`config.mk`:
```
export PLATFORM = sky130hd
export DESIGN_NAME = xcall_move
export DESIGN_NICKNAME = d
export VERILOG_FILES = /design/src/xcall_move_pkg.sv /design/src/xcall_move.sv
export SDC_FILE = /design/constraint.sdc
export NUM_CORES = 1
export LEC_CHECK = 0
export BUFFER_PORTS_ARGS = -buffer_cell sky130_fd_sc_hd__buf_2
export CORE_AREA = 2 2 117 91
export CTS_BUF_LIST = sky130_fd_sc_hd__clkbuf_16
export DETAILED_ROUTE_END_ITERATION = 7
export DIE_AREA = 0 0 119 93
export HOLD_SLACK_MARGIN = 0.15
export PLACE_DENSITY = 0.67
export SETUP_SLACK_MARGIN = 0.5
export SYNTH_ARGS = -nofsm -noshare
export SYNTH_HDL_FRONTEND = slang
export SYNTH_SLANG_ARGS = --single-unit
```
`constraint.sdc`:
```
create_clock -name SYS_CLK_IN -period 2.3 [get_ports SYS_CLK_IN]
set_clock_uncertainty 0.15 [all_clocks]
set_input_delay 0.23 -clock SYS_CLK_IN [delete_from_list [all_inputs] [get_ports SYS_CLK_IN]]
set_output_delay 0.23 -clock SYS_CLK_IN [all_outputs]
set_load 0.02 [all_outputs]
```
`src/xcall_move_pkg.sv`:
```
`default_nettype none
package xcall_move_pkg;
  // opcode patterns
  localparam logic [15:0] CALL_OPCODE     = 16'h0014;
  localparam logic [8:0]  MOVE_W1_PREFIX  = 9'h1D6;   // 1110_1011_0 in bits 15:7
  localparam logic [3:0]  MOVE_W2_PREFIX  = 4'hF;
  // field positions
  localparam int          OFFSET_LSB      = 0;
  localparam int          OFFSET_W        = 7;
  localparam int          DEST_W          = 12;
  // indirect-access register window in data space
  localparam logic [11:0] INDIRECT_FIRST  = 12'hFDB;
  localparam logic [11:0] INDIRECT_LAST   = 12'hFEF;
  localparam logic [7:0]  INDIRECT_VALUE  = 8'h00;
  // program counter step to the next word
  localparam logic [20:0] PC_STEP         = 21'h00_0002;
  // state encoding, gray along idle -> second cycle -> idle
  typedef enum logic [1:0] {
    ST_IDLE = 2'b00,
    ST_CALL = 2'b01,
    ST_MOVE = 2'b10
  } state_t;
endpackage
`default_nettype wire

```
`src/xcall_move.sv`:
```
// Notes on behaviour
// RULE_01: computed call pushes PC plus two in the same clock as the counter load
// RULE_02: working register replaces counter low byte
// RULE_03: latches load counter high and upper bytes
// RULE_04: computed call takes two cycles, second idle
// RULE_05: computed call saves no shadow registers
// RULE_06: source is stack pointer plus 7-bit offset
// RULE_07: destination is 12-bit second-word field
// RULE_08: both addresses span full 4096-byte space
// RULE_09: software avoids counter low, stack top destinations
// RULE_10: indirect register source reads as zero
// RULE_11: neither instruction touches status flags
`default_nettype none
module xcall_move #(
  parameter int ADDR_W = 12          // data space address width
) (
  input  wire logic              SYS_CLK_IN,
  input  wire logic              RST_B_IN,
  input  wire logic              CYCLE_EN_IN,      // one pulse per instruction cycle
  input  wire logic [15:0]       INSTR_IN,         // fetched instruction word
  input  wire logic [20:0]       PC_IN,            // address of current instruction
  input  wire logic [7:0]        WORKING_REG_IN,
  input  wire logic [7:0]        LATCH_HIGH_IN,
  input  wire logic [7:0]        LATCH_UPPER_IN,
  input  wire logic [ADDR_W-1:0] SOFT_SP_IN,       // software stack pointer
  input  wire logic [7:0]        MEM_RDATA_IN,     // data memory read byte
  output logic                   PUSH_OUT,         // push pulse to return stack
  output logic [20:0]            PUSH_ADDR_OUT,
  output logic                   PC_LOAD_OUT,      // load pulse for program counter
  output logic [20:0]            PC_VALUE_OUT,
  output logic                   FLUSH_OUT,        // second cycle is a forced nop
  output logic [ADDR_W-1:0]      MEM_ADDR_OUT,
  output logic                   MEM_RD_OUT,
  output logic                   MEM_WR_OUT,
  output logic [7:0]             MEM_WDATA_OUT,
  output logic                   BUSY_OUT          // instruction word owned by this block
);

  // whole state in one record
  typedef struct packed {
    xcall_move_pkg::state_t st;
    logic                   push;
    logic [20:0]            push_addr;
    logic                   pc_load;
    logic [20:0]            pc_value;
    logic                   flush;
    logic [ADDR_W-1:0]      addr;
    logic                   rd;
    logic                   wr;
    logic [7:0]             wdata;
  } regs_t;

  regs_t s_q;     // registered state
  regs_t s_d;     // next state

  // source address decodes into the indirect window; these registers
  // have no byte of their own to give, so a move from them yields zero
  function automatic logic is_indirect(input logic [ADDR_W-1:0] a);
    is_indirect = (a >= ADDR_W'(xcall_move_pkg::INDIRECT_FIRST)) &&
                  (a <= ADDR_W'(xcall_move_pkg::INDIRECT_LAST));
  endfunction

  // decode of the word on the bus, meaningful only in an enabled cycle
  logic is_call;          // single word call opcode
  logic is_move;          // first word of the move
  logic [ADDR_W-1:0] src; // computed source address

  assign is_call = (INSTR_IN == xcall_move_pkg::CALL_OPCODE);
  assign is_move = (INSTR_IN[15:7] == xcall_move_pkg::MOVE_W1_PREFIX);
  // wraps within the data space, so every byte is reachable
  assign src = ADDR_W'(SOFT_SP_IN + ADDR_W'(INSTR_IN[xcall_move_pkg::OFFSET_W-1:0])); // RULE_06 RULE_08

  // next state, stepped once per instruction cycle enable;
  // pulses drop on every clock so each lasts exactly one clock,
  // while addresses and data hold until the next update
  always_comb begin
    s_d       = s_q;
    s_d.push  = 1'b0;
    s_d.pc_load = 1'b0;
    s_d.rd    = 1'b0;
    s_d.wr    = 1'b0;
    // nothing advances between enables, so flush covers a whole cycle
    if (CYCLE_EN_IN) begin
      s_d.flush = 1'b0;
      case (s_q.st)
        // first cycle of either instruction
        xcall_move_pkg::ST_IDLE: begin
          if (is_call) begin
            // return address goes out in the same clock as the counter load pulse
            s_d.push      = 1'b1;                                   // RULE_01
            s_d.push_addr = 21'(PC_IN + xcall_move_pkg::PC_STEP);   // RULE_01
            s_d.pc_load   = 1'b1;
            // old low byte dropped; latches form the upper bytes
            s_d.pc_value  = {LATCH_UPPER_IN[4:0], LATCH_HIGH_IN, WORKING_REG_IN}; // RULE_02 RULE_03
            s_d.st        = xcall_move_pkg::ST_CALL;
            // no shadow copy of working, flag or bank select registers;
            // a caller that needs them saves them itself          RULE_05
          end else if (is_move) begin
            s_d.addr = src;                                         // RULE_06
            s_d.rd   = 1'b1;
            s_d.st   = xcall_move_pkg::ST_MOVE;
          end
        end
        // forced nop while the new target word is fetched
        xcall_move_pkg::ST_CALL: begin
          s_d.flush = 1'b1;                                         // RULE_04
          s_d.st    = xcall_move_pkg::ST_IDLE;
        end
        // second move cycle; a word without the 1111 prefix writes nothing
        xcall_move_pkg::ST_MOVE: begin
          // second word carries the 12-bit destination
          s_d.addr  = ADDR_W'(INSTR_IN[xcall_move_pkg::DEST_W-1:0]); // RULE_07 RULE_08
          s_d.wr    = (INSTR_IN[15:12] == xcall_move_pkg::MOVE_W2_PREFIX); // RULE_07
          // indirect register reads give zero
          s_d.wdata = is_indirect(s_q.addr) ? xcall_move_pkg::INDIRECT_VALUE
                                            : MEM_RDATA_IN;        // RULE_10
          s_d.st    = xcall_move_pkg::ST_IDLE;
        end
        // unused code: fall back to idle rather than hang
        default: s_d.st = xcall_move_pkg::ST_IDLE;
      endcase
    end
  end

  // state register
  // async clear leaves every output at its idle level
  always_ff @(posedge SYS_CLK_IN or negedge RST_B_IN) begin
    if (!RST_B_IN) begin
      s_q <= '0;
    end else begin
      s_q <= s_d;
    end
  end

  // outputs straight from the state record; only busy is decoded from the state
  assign PUSH_OUT      = s_q.push;
  assign PUSH_ADDR_OUT = s_q.push_addr;
  assign PC_LOAD_OUT   = s_q.pc_load;
  assign PC_VALUE_OUT  = s_q.pc_value;
  assign FLUSH_OUT     = s_q.flush;
  assign MEM_ADDR_OUT  = s_q.addr;
  assign MEM_RD_OUT    = s_q.rd;
  assign MEM_WR_OUT    = s_q.wr;
  assign MEM_WDATA_OUT = s_q.wdata;
  assign BUSY_OUT      = (s_q.st != xcall_move_pkg::ST_IDLE);
endmodule
`default_nettype wire

```
# Yosys cells after proc, flatten, opt, wreduce, memory -nomap -nowiden
# Cells that the tools add are included.
totals:
  word_cells: 43
  regBits: 69
  out_inout_bits: 68
  input_bits: 84
classes:
  order_cmp: 2
  eq_ne: 8
  reduce_logical: 8
  addsub: 2
  muxes: 13
ops:
  columns: ["cell", "n"]
  rows:
  - ["two-way mux 44 bit", 2]
  - ["two-way mux 67 bit", 1]
  - ["two-way mux 13 bit", 2]
  - ["one-hot mux 12 bit (2 select lines)", 1]
  - ["adder 21 x 2 -> 21 bit, second input constant", 1]
  - ["== test 16 x 5 -> 1 bit, second input constant", 1]
  - ["adder 12 x 7 -> 12 bit", 1]
  - [">= comparator 12 bit, second input constant", 1]
  - ["<= comparator 12 bit, second input constant", 1]
  - ["== test 9 bit, second input constant", 1]
  - ["two-way mux 9 bit", 1]
  - ["two-way mux 8 bit", 1]
  - ["two-way mux 2 bit", 3]
  - ["== test 4 bit, second input constant", 1]
  - ["!= test 2 bit, second input constant", 2]
  - ["AND reduction 2 bit", 2]
  - ["AND reduction 4 bit", 1]
  - ["nonzero test 2 bit", 2]
  - ["!= test 3 bit, second input constant", 1]
  - ["AND reduction 3 bit", 1]
  - ["== test 2 x 1 -> 1 bit, second input constant", 1]
  - ["== test 2 bit, second input constant", 1]
  - ["logical NOT 2 bit", 1]
  - ["two-way mux 1 bit", 2]
  - ["logical AND 1 bit", 1]

# Longest topological paths before layout
# Gate-level depths: netlist of run 1.
depth:
  depth_word: 5
  ltp_mapped: 8
  mapped_depth_nobuf: 8

# Least setup slack after synthesis of run 1
# Ideal clock, no wire load.
synth_path:
  path_kind: "input to register"
  start: "input port INSTR_IN[0]"
  end: "register s_q, in the netlist MEM_ADDR_OUT[10]"
  stages: 8
  setup_time_ns: 0.099
  n_path_buf: 0
  path_slack_ns: 0.304
  arrival_time_ns: 1.746
  t_required_ns: 2.051
  cell_sequence: "ha_1 -> inv_1 -> fa_1 -> nand2b_1 -> a211oi_1 -> o21a_1 -> o32ai_1 -> a311oi_1"
synth_between:
  elab_chain_cells: 4
  elab_cells_between_ends: 7
  cone_classes: "add/sub (1); eq/ne (2); mux (3); reduce/logical (1)"
synth_lines:
  columns: ["element", "line_no", "source"]
  rows:
  - ["from (decl)", "xcall_move.sv:20", "input wire logic [15:0] INSTR_IN,"]
  - ["adder 12 x 7 -> 12 bit", "xcall_move.sv:71", "assign src = ADDR_W'(SOFT_SP_IN + ADDR_W'(INSTR_IN[xcall_move_pkg::OFFSET_W-1:0]));"]
  - ["two-way mux 13 bit", "xcall_move.sv:98", "end else if (is_move) begin"]
  - ["two-way mux 13 bit", "xcall_move.sv:88", "if (is_call) begin"]
  - ["one-hot mux 12 bit (2 select lines)", "xcall_move.sv:85", "case (s_q.st)"]
  - ["to (signal assigned)", "xcall_move.sv:129", "s_q <= '0;"]
  - ["to (signal assigned)", "xcall_move.sv:131", "s_q <= s_d;"]
  - ["to (decl)", "xcall_move.sv:53", "regs_t s_q;"]
# Several ways; a longest one is shown, not always the timed one. The select of a mux whose other input is x is not followed.
# A chain may end at the register's enable or synchronous reset.

# Worst setup path in the final report of run 1
layout_path:
  start: "register s_q[68] (netlist bit)"
  end: "register s_q, in the netlist MEM_ADDR_OUT[6]"
layout_between:
  elab_chain_cells: 3
  elab_cells_between_ends: 7
  cone_classes: "eq/ne (3); mux (1); reduce/logical (3)"
layout_lines:
  columns: ["element", "line_no"]
  rows:
  - ["== test 2 bit or logical NOT 2 bit (tied branches)", "xcall_move.sv:85"]
  - ["nonzero test 2 bit (no line) or != test 2 bit (tied branches)", null]
  - ["AND reduction 4 bit (no line)", null]
# Several ways; a longest one is shown, not always the timed one.

==> results of run 1 <==
==> cells in the mapped netlist (all sizes together) (2+ instances only) <==
library cell  count
and4              2
nor4              3
o22a              2
a22o              8
a211oi            3
o211ai            2
dfrtp            68
and3              7
o22ai             2
o21a              4
nor3              8
nand4             7
a21oi            32
clkbuf            2
mux2             23
ha                8
buf              72
inv              10
nand2            15
xnor2             6
a22oi             2
o21ai             7
nor2b             4
nand3             9
a31oi             2
xor2             14
a32oi             2
nor2             38
or2               3
mux2i             2
a21o              4
nand2b            3
==> cell families (layout without fill, tap and decap cells) <==
kind of cell	Yosys count	count (layout)	share of synthesized area, %
compound gates	78	78	13.09
xor+xnor	20	20	4.502
fa+ha+maj	9	9	3.087
buf+inv	84	265	14.73
flops	68	68	43.73
mux	25	25	7.170
simple gates	103	103	13.70
==> registers in the layout, summed over array words and instances (netlist names) <==
register	count
FLUSH_OUT	1
MEM_ADDR_OUT	12
MEM_RD_OUT	1
MEM_WDATA_OUT	8
MEM_WR_OUT	1
PC_LOAD_OUT	1
PC_VALUE_OUT	21
PUSH_ADDR_OUT	21
s_q	2
==> worst max-delay path by stage <==
stage                      from         endpoint  slack (ns)  cells past startpoint
floorplan           INSTR_IN[7]  PC_VALUE_OUT[0]        0.47                      5
global placement    INSTR_IN[1]  MEM_ADDR_OUT[7]        0.20                      7
detailed placement  INSTR_IN[1]  MEM_ADDR_OUT[7]        0.17                      7
CTS                     s_q[68]  MEM_ADDR_OUT[6]        0.47                      5
global route            s_q[68]  MEM_ADDR_OUT[8]        0.42                      7
finish                  s_q[68]  MEM_ADDR_OUT[6]        0.47                      5
==> power by group <==
group	switching [W]	internal, W
Clock	0.000473	0.000703
Sequential	0.0000279	0.00124
Combinational	0.000252	0.000255
Total	0.000753	0.00220
==> critical path, cell delays in order (launching register included) <==
cell,delay (ns)
sky130_fd_sc_hd__dfrtp_1,0.40
sky130_fd_sc_hd__nor2b_1,0.16
sky130_fd_sc_hd__buf_4,0.14
sky130_fd_sc_hd__or4_4,0.46
sky130_fd_sc_hd__o31a_1,0.30
sky130_fd_sc_hd__a21oi_1,0.15
==> routing by layer <==
metal | vias to the layer above | share of wire, %
met5 | - | 0
met4 | 0 | 1.5
li1 | 1655 | -
met2 | 130 | 49
met1 | 1635 | 44
met3 | 16 | 6.0
==> cell type report <==
class                           count  share of cell area [%]
Clock buffer                        9                   3.959
Multi-Input combinational cell    235                   31.58
Sequential cell                    68                   29.93
Timing Repair Buffer              239                   30.39
Clock inverter                      7                  0.4838
Inverter                           10                  0.6598
Tap cell                          136                   2.991
==> placed cells by master (no fill, tap or decap), types with 4 or more instances in the layout <==
cell                            count
sky130_fd_sc_hd__nand4_1            7
sky130_fd_sc_hd__ha_4               4
sky130_fd_sc_hd__mux2_2             4
sky130_fd_sc_hd__buf_12             4
sky130_fd_sc_hd__a21o_1             4
sky130_fd_sc_hd__nor2_1            38
sky130_fd_sc_hd__nand3_1            9
sky130_fd_sc_hd__a21oi_1           32
sky130_fd_sc_hd__ha_1               4
sky130_fd_sc_hd__xnor2_1            6
sky130_fd_sc_hd__buf_2            145
sky130_fd_sc_hd__dlygate4sd3_1     63
sky130_fd_sc_hd__nor3_1             7
sky130_fd_sc_hd__and3_1             7
sky130_fd_sc_hd__dfrtp_1           67
sky130_fd_sc_hd__o21a_1             4
sky130_fd_sc_hd__clkbuf_16         11
sky130_fd_sc_hd__inv_1             11
sky130_fd_sc_hd__buf_4             19
sky130_fd_sc_hd__nand2_1           15
sky130_fd_sc_hd__buf_6              4
sky130_fd_sc_hd__o21ai_0            7
sky130_fd_sc_hd__a22o_1             8
sky130_fd_sc_hd__xor2_1            14
sky130_fd_sc_hd__mux2_4            19
==> timing repair <==
item | CTS | global route
buffers inserted | 7 | 8
pin swaps | 1 | 9
resized for setup | 4 | 40
endpoints found under the hold margin | 130 | 0
hold buffers | 63 | 0
cloned | 2 | 2
endpoints found under the setup margin | 34 | 50
==> through the flow <==
step           util (%)  instances  area (sq um)  hold slack [ns]  total power (W)
6_report          57.07        704          5689           0.1697         0.002949
5_1_grt           57.07        704          5689           0.1803         0.003097
4_1_cts           54.33        694          5416           0.1540         0.002957
3_5_place_dp      44.28        606          4414           0.1323         0.001674
3_3_place_gp      44.28        606          4414           0.1229         0.001665
2_1_floorplan         -        387          3934          -0.2156         0.001537
==> results.txt, run 1 <==
----------------------------------------------------
[Routing]
  Post-DR wirelength/cell ... 15.52 um
  Vias ... 3,436
  Post-route ant nets ... 0
  DRT iter0 DRCs ... 156
  Via density ... 4.881
  Drt pass-1 iters ... 4
  Post-route DRC ... 0
  Total wirelength of the detailed-routed design ... 10.92 mm

[Floorplan]
  Number of standard-cell rows in the floorplan ... 32
  DIE AREA ... 0.01107 sq mm
  Number of I/O pins ... 152
  Initial Utilization ... 39.03%
  Width of the chip ... 119 um
  Die Height ... 93 um
  Area of the core ... 0.009970 sq mm

[Timing]
  Number of hold violations in the final report ... 0
  Highest attainable clock frequency ... 0.5457 GHz
  Final Critical Period ... 1.833 ns
  Setup TNS after final layout ... 0 ns
  Post-route clock period utilization ... 79.68%
  Final number of setup-violating endpoints ... 0
  Slew margin rel. ... 59.46%
  Unrepaired setup endpoints after global routing ... yes
  Worst-margin pin slew ... 0.6035 ns
  Setup WS post-layout ... 0.4674 ns
  Max Transition Viols Final ... 0

[Logic synthesis]
  Register area share after synthesis ... 43.73%
  Area share of the largest cell type after synthesis ... 43.73%
  Async set-or-reset flop fraction in the synthesized netlist ... 100.0%
  Total of flip-flops plus latches after synthesis ... 68
  Instance count of the mapped netlist ... 387
  Biggest area consumer among synthesized cells ... sky130_fd_sc_hd__dfrtp_1
  Top FF cell, synth ... sky130_fd_sc_hd__dfrtp_1
  Number of distinct library cell variants in the gate-level netlist after synthesis ... 48
  Mapped Avg Cell Area ... 10.05 sq um
  Count of flip-flops with a built-in enable after synthesis ... 0
  Synth warnings ... 0
  Cells taking the most area after synthesis ... sky130_fd_sc_hd__dfrtp_1 44%, sky130_fd_sc_hd__buf_4 13%, sky130_fd_sc_hd__mux2_2 6.4%
  Netlist Area Pre-Place ... 0.003891 sq mm
  Nets in the synthesized netlist ... 480

[Finish]
  Number of inserted filler cells in the final layout ... 857
  Fraction of final layout cells with drive strength greater than 1 ... 40.85%
  Multi-input gate area ... 0.001797 sq mm
  Diode count ... 0
  Layout area overhead ... 46.21%
  Layout Nets ... 656
  Seq. cell area ... 0.001703 sq mm

[Worst setup path]
  Largest fanout of any net on the critical path ... 4
  Required time of the critical path ... 2.39 ns
  Terminus of the critical flop-to-flop path ... MEM_ADDR_OUT[6]
  CP endpoint kind ... register
  Data arrival, critical path ... 1.93 ns
  Type of the worst setup path ... reg2reg
  Depth of the worst register-to-register path ... 5
  Worst-case register-to-register setup slack ... 0.47 ns
  Critical path launch point type ... register
  Reg-to-reg startpoint ... s_q[68]

[CTS]
  Worst-path clk slew ... 0.05 ns
  TritonCTS clock tree ... done
  Total number of clock tree sinks ... 68
  Cts bufs inserted ... 9
  Maximum number of buffers from clock root to sink ... 2
  Latest clock arrival within the worst-skew pair ... 0.32 ns
  Clock Root Buffer ... sky130_fd_sc_hd__clkbuf_16
  Deepest level of the CTS H-tree ... 3

[Outcome]
  Run status ... finished, final reports clean

[Global route]
  Pin count of the biggest net entering global routing ... 69
  GRT Util Overall ... 18.98%
  Number of global-route vias before repair ... 3,401
  Global-route wire length before repair ... 16.57 mm
  Met3 Resource Use GR ... 5.122%
  Met1 track demand over resource ... 23.78%
  Remaining Overflow, GRT ... 0
  Most utilized layer in the global route result ... met2
  GR Layer Usage met2 ... 31.94%
  Initial antenna violation count ... 0

[Hold path]
  Hold Path Origin ... SOFT_SP_IN[11]
  Hold WC Path Type ... in2reg
  Count of cells along the worst hold path ... 4
  Hold endpoint ... MEM_ADDR_OUT[11]

[Placement]
  HPWL after detailed placement ... 6.823 mm
  Placer congestion estimate ... 0.9205
  # port buffers ... 148
  DP Worst Slack ... 0.1738 ns

[Power and ir drop]
  Leakage ... 2.863 nW
  Worst supply voltage drop on vdd ... 0.3870 mV
  Power density of the placed cells ... 518.4 mW/mm^2

[Job]
  Maximum capacitance violations ... 0

----------------------------------------------------
No activity file was read; power rests on OpenSTA's default activity.
==> run 2, diff against run 1 <==
Settings changed: PLACE_DENSITY 0.67 to 0.69.
Clock period 2.3 ns to 1.5 ns, I/O delays scaled along.
==> run 2 against run 1 <==
Effect of this change: the flow now finishes with violations (negative hold slack, negative setup slack); sequential power is 54% higher; non-clock buffer count up 22; final cell count grew 3.1%; via count up 0.90%; fmax increased by 6.1%; sequential share of layout area is 2.6 points lower; power rose by 67%; wire length barely moved; clock power grew 75%; core utilization up 5.4 points.
==> results.txt, run 2 (synthesis gave the netlist of run 1 again) <==
----------------------------------------------------
[Finish]
  Most common cell after layout, fill and taps aside ... sky130_fd_sc_hd__buf_6
  Layout area overhead ... 60.13%
  Diode count ... 0 (unchanged)
  Layout Nets ... 678 (+3.4%)
  Commonest cells after routing, fill and taps aside ... 79 x sky130_fd_sc_hd__buf_6, 77 x sky130_fd_sc_hd__buf_2, 68 x sky130_fd_sc_hd__buf_4
  Fraction of final layout cells with drive strength greater than 1 ... 51.53% (+11 points)

[Global route]
  Initial antenna violation count ... 0 (unchanged)
  Remaining Overflow, GRT ... 0 (unchanged)
  Pin count of the biggest net entering global routing ... 69 (unchanged)
  Number of global-route vias before repair ... 3,560 (+4.7%)
  GRT Util Overall ... 19.83% (+0.85 points)
  Global-route wire length before repair ... 17.24 mm (+4.0%)

[Floorplan]
  Width of the chip ... 119 um (unchanged)
  Number of I/O pins ... 152 (unchanged)
  Initial Utilization ... 39.03% (unchanged)
  Die Height ... 93 um (unchanged)
  DIE AREA ... 0.01107 sq mm (unchanged)
  Area of the core ... 0.009970 sq mm (unchanged)
  Number of standard-cell rows in the floorplan ... 32 (unchanged)

[Routing]
  DRT iter0 DRCs ... 183 (+17%)
  Top layer reached by signal wires ... met4
  Total length of routed met3 wires ... 671 um (+2.0%)
  Post-Route M1 WL ... 4.556 mm (-4.3%)
  Post-DR wirelength/cell ... 15.03 um (-3.1%)
  Total wirelength of the detailed-routed design ... 10.92 mm (about the same)
  Vias ... 3,467 (+0.90%)
  Post-route ant nets ... 0 (unchanged)
  Drt pass-1 iters ... 4 (unchanged)
  Post-route DRC ... 0 (unchanged)
  Via density ... 4.775 (-2.2%)
  Length of routed met2 wiring ... 5.539 mm (+3.8%)

[Timing]
  Highest attainable clock frequency ... 0.5791 GHz (+6.1%)
  Final number of setup-violating endpoints ... 63 (+63)
  Worst-margin pin slew ... 0.4007 ns (-0.2028 ns)
  Final Critical Period ... 1.727 ns (-0.1059 ns)
  Slew margin rel. ... 73.04% (+14 points)
  Post-route clock period utilization ... 115.1% (+35 points)
  Worst hold margin ... -0.1032 ns (-0.2729 ns)
  Max Transition Viols Final ... 0 (unchanged)
  Setup TNS after final layout ... -8.204 ns (-8.204 ns)
  Number of hold violations in the final report ... 4 (+4)
  Unrepaired setup endpoints after global routing ... yes
  Setup WS post-layout ... -0.2267 ns (-0.6941 ns)

[Worst setup path]
  Worst-case register-to-register setup slack ... -0.23 ns (-0.69 ns)
  Worst setup path endpoint ... MEM_ADDR_OUT[9]
  Worst setup path startpoint ... s_q[68]
  Data arrival, critical path ... 1.79 ns (-0.14 ns)
  Largest fanout of any net on the critical path ... 5 (+1)
  Reg-to-reg startpoint ... s_q[68]
  Terminus of the critical flop-to-flop path ... MEM_ADDR_OUT[9]
  CP endpoint kind ... register
  Required time of the critical path ... 1.56 ns (-0.83 ns)
  Critical path launch point type ... register
  Type of the worst setup path ... reg2reg
  Depth of the worst register-to-register path ... 3 (-2)

[Power and ir drop]
  Leakage ... 3.051 nW (+6.6%)
  Power density of the placed cells ... 792.0 mW/mm^2 (+53%)
  Tot Pwr ... 0.004935 W (+67%)
  Pint ... 0.003657 W (+67%)
  Worst supply voltage drop on vdd ... 0.5498 mV (+42%)
  Proportion of power drawn by the clock network ... 41.8% (+1.9 points)
  Net switching power of the design ... 0.001278 W (+70%)
  Switching power share of the total ... 25.90% (+0.38 points)
  Sequential power share ... 39.7% (-3.2 points)
  Combinational share of power ... 18.5% (+1.3 points)

[Placement]
  # port buffers ... 148 (unchanged)
  Placer congestion estimate ... 0.8516 (-7.5%)
  HPWL after detailed placement ... 7.464 mm (+9.4%)

[CTS]
  Maximum number of buffers from clock root to sink ... 2 (unchanged)
  Total number of clock tree sinks ... 68 (unchanged)
  Cts bufs inserted ... 9 (unchanged)
  TritonCTS clock tree ... done
  Worst-path clk slew ... 0.06 ns (about the same)
  Latest clock arrival within the worst-skew pair ... 0.33 ns (about the same)
  Clock Root Buffer ... sky130_fd_sc_hd__clkbuf_16
  Deepest level of the CTS H-tree ... 3 (unchanged)

[Hold path]
  Hold WC Path Type ... in2reg

[Outcome]
  Violations in the final reports ... negative hold slack, negative setup slack
  Run status ... finished, violations left

[Job]
  Maximum capacitance violations ... 0 (unchanged)

----------------------------------------------------
## run 2: cell count changes in the layout (fill, tap and decap cells not counted), moves of 3 or more
cell / previous run / this run
sky130_fd_sc_hd__buf_6: 4 / 79
sky130_fd_sc_hd__buf_2: 145 / 77
sky130_fd_sc_hd__buf_4: 19 / 68
sky130_fd_sc_hd__dlygate4sd3_1: 63 / 34
sky130_fd_sc_hd__mux2_4: 19 / 1
sky130_fd_sc_hd__mux2_2: 4 / 21
sky130_fd_sc_hd__a21oi_1: 32 / 29
sky130_fd_sc_hd__a21oi_2: 0 / 3
sky130_fd_sc_hd__clkinv_1: 3 / 0
## run 2: worst min-delay path by stage
stage	start	end	cells past startpoint
2_1_floorplan	RST_B_IN	FLUSH_OUT	0
3_3_place_gp	RST_B_IN	MEM_ADDR_OUT[0]	2
3_5_place_dp	RST_B_IN	MEM_ADDR_OUT[0]	2
4_1_cts	LATCH_HIGH_IN[1]	PC_VALUE_OUT[9]	2
5_1_grt	LATCH_HIGH_IN[1]	PC_VALUE_OUT[9]	2
6_report	LATCH_HIGH_IN[1]	PC_VALUE_OUT[9]	2
## run 2: what timing repair did
item                                    in CTS  in global routing
hold endpoints to repair                   133                 33
pin swaps                                    6                  7
gates resized for setup                    162                 14
endpoints found under the setup margin     136                136
hold buffers                                33                  1
setup buffers                               18                  9
## run 2: area by class of cell
class | instances | area [sq um]
well taps | 136 | 170.2
flip-flops and latches | 68 | 1705
clock buffers | 9 | 225.2
inverters | 10 | 37.54
fillers | 805 | 3739
multi-input cells | 235 | 1847
clock inverters | 7 | 60.06
repair buffers | 261 | 2186
## run 2: layer usage
metal / vias up / GRT usage [%]
met4: 0 / 5.258
met1: 1641 / 24.22
li1: 1698 / -
met5: - / 0
met2: 115 / 34.39
met3: 13 / 5.854
## run 2: critical path, cell delays in order (launching register included)
cell                      delay [ns]
sky130_fd_sc_hd__dfrtp_2        0.43
sky130_fd_sc_hd__nor4_1         0.42
sky130_fd_sc_hd__o21ai_0        0.23
sky130_fd_sc_hd__o32a_1         0.38
## run 2: power by group through the flow
stage               sequential [W]  combinational (W)  clock, W
floorplan                  0.00196           0.000407         0
global placement           0.00197           0.000680         0
detailed placement         0.00198           0.000693         0
CTS                        0.00196           0.000882   0.00211
global route               0.00197           0.000981   0.00221
finish                     0.00196           0.000914   0.00206
## run 2: metrics by stage
step / utilization [%] / worst slack (ns) / hold slack, ns / cells / cell area (sq um)
after floorplan: - / -0.2511 / -0.2956 / 387 / 4015
after global placement: 48.23 / -0.4874 / 0.03124 / 649 / 4808
after detailed placement: 48.23 / -0.5128 / 0.04483 / 649 / 4808
after CTS: 61.19 / -0.1918 / -0.1135 / 716 / 6101
after global routing: 62.50 / -0.2844 / -0.1181 / 726 / 6231
final: 62.50 / -0.2267 / -0.1032 / 726 / 6231
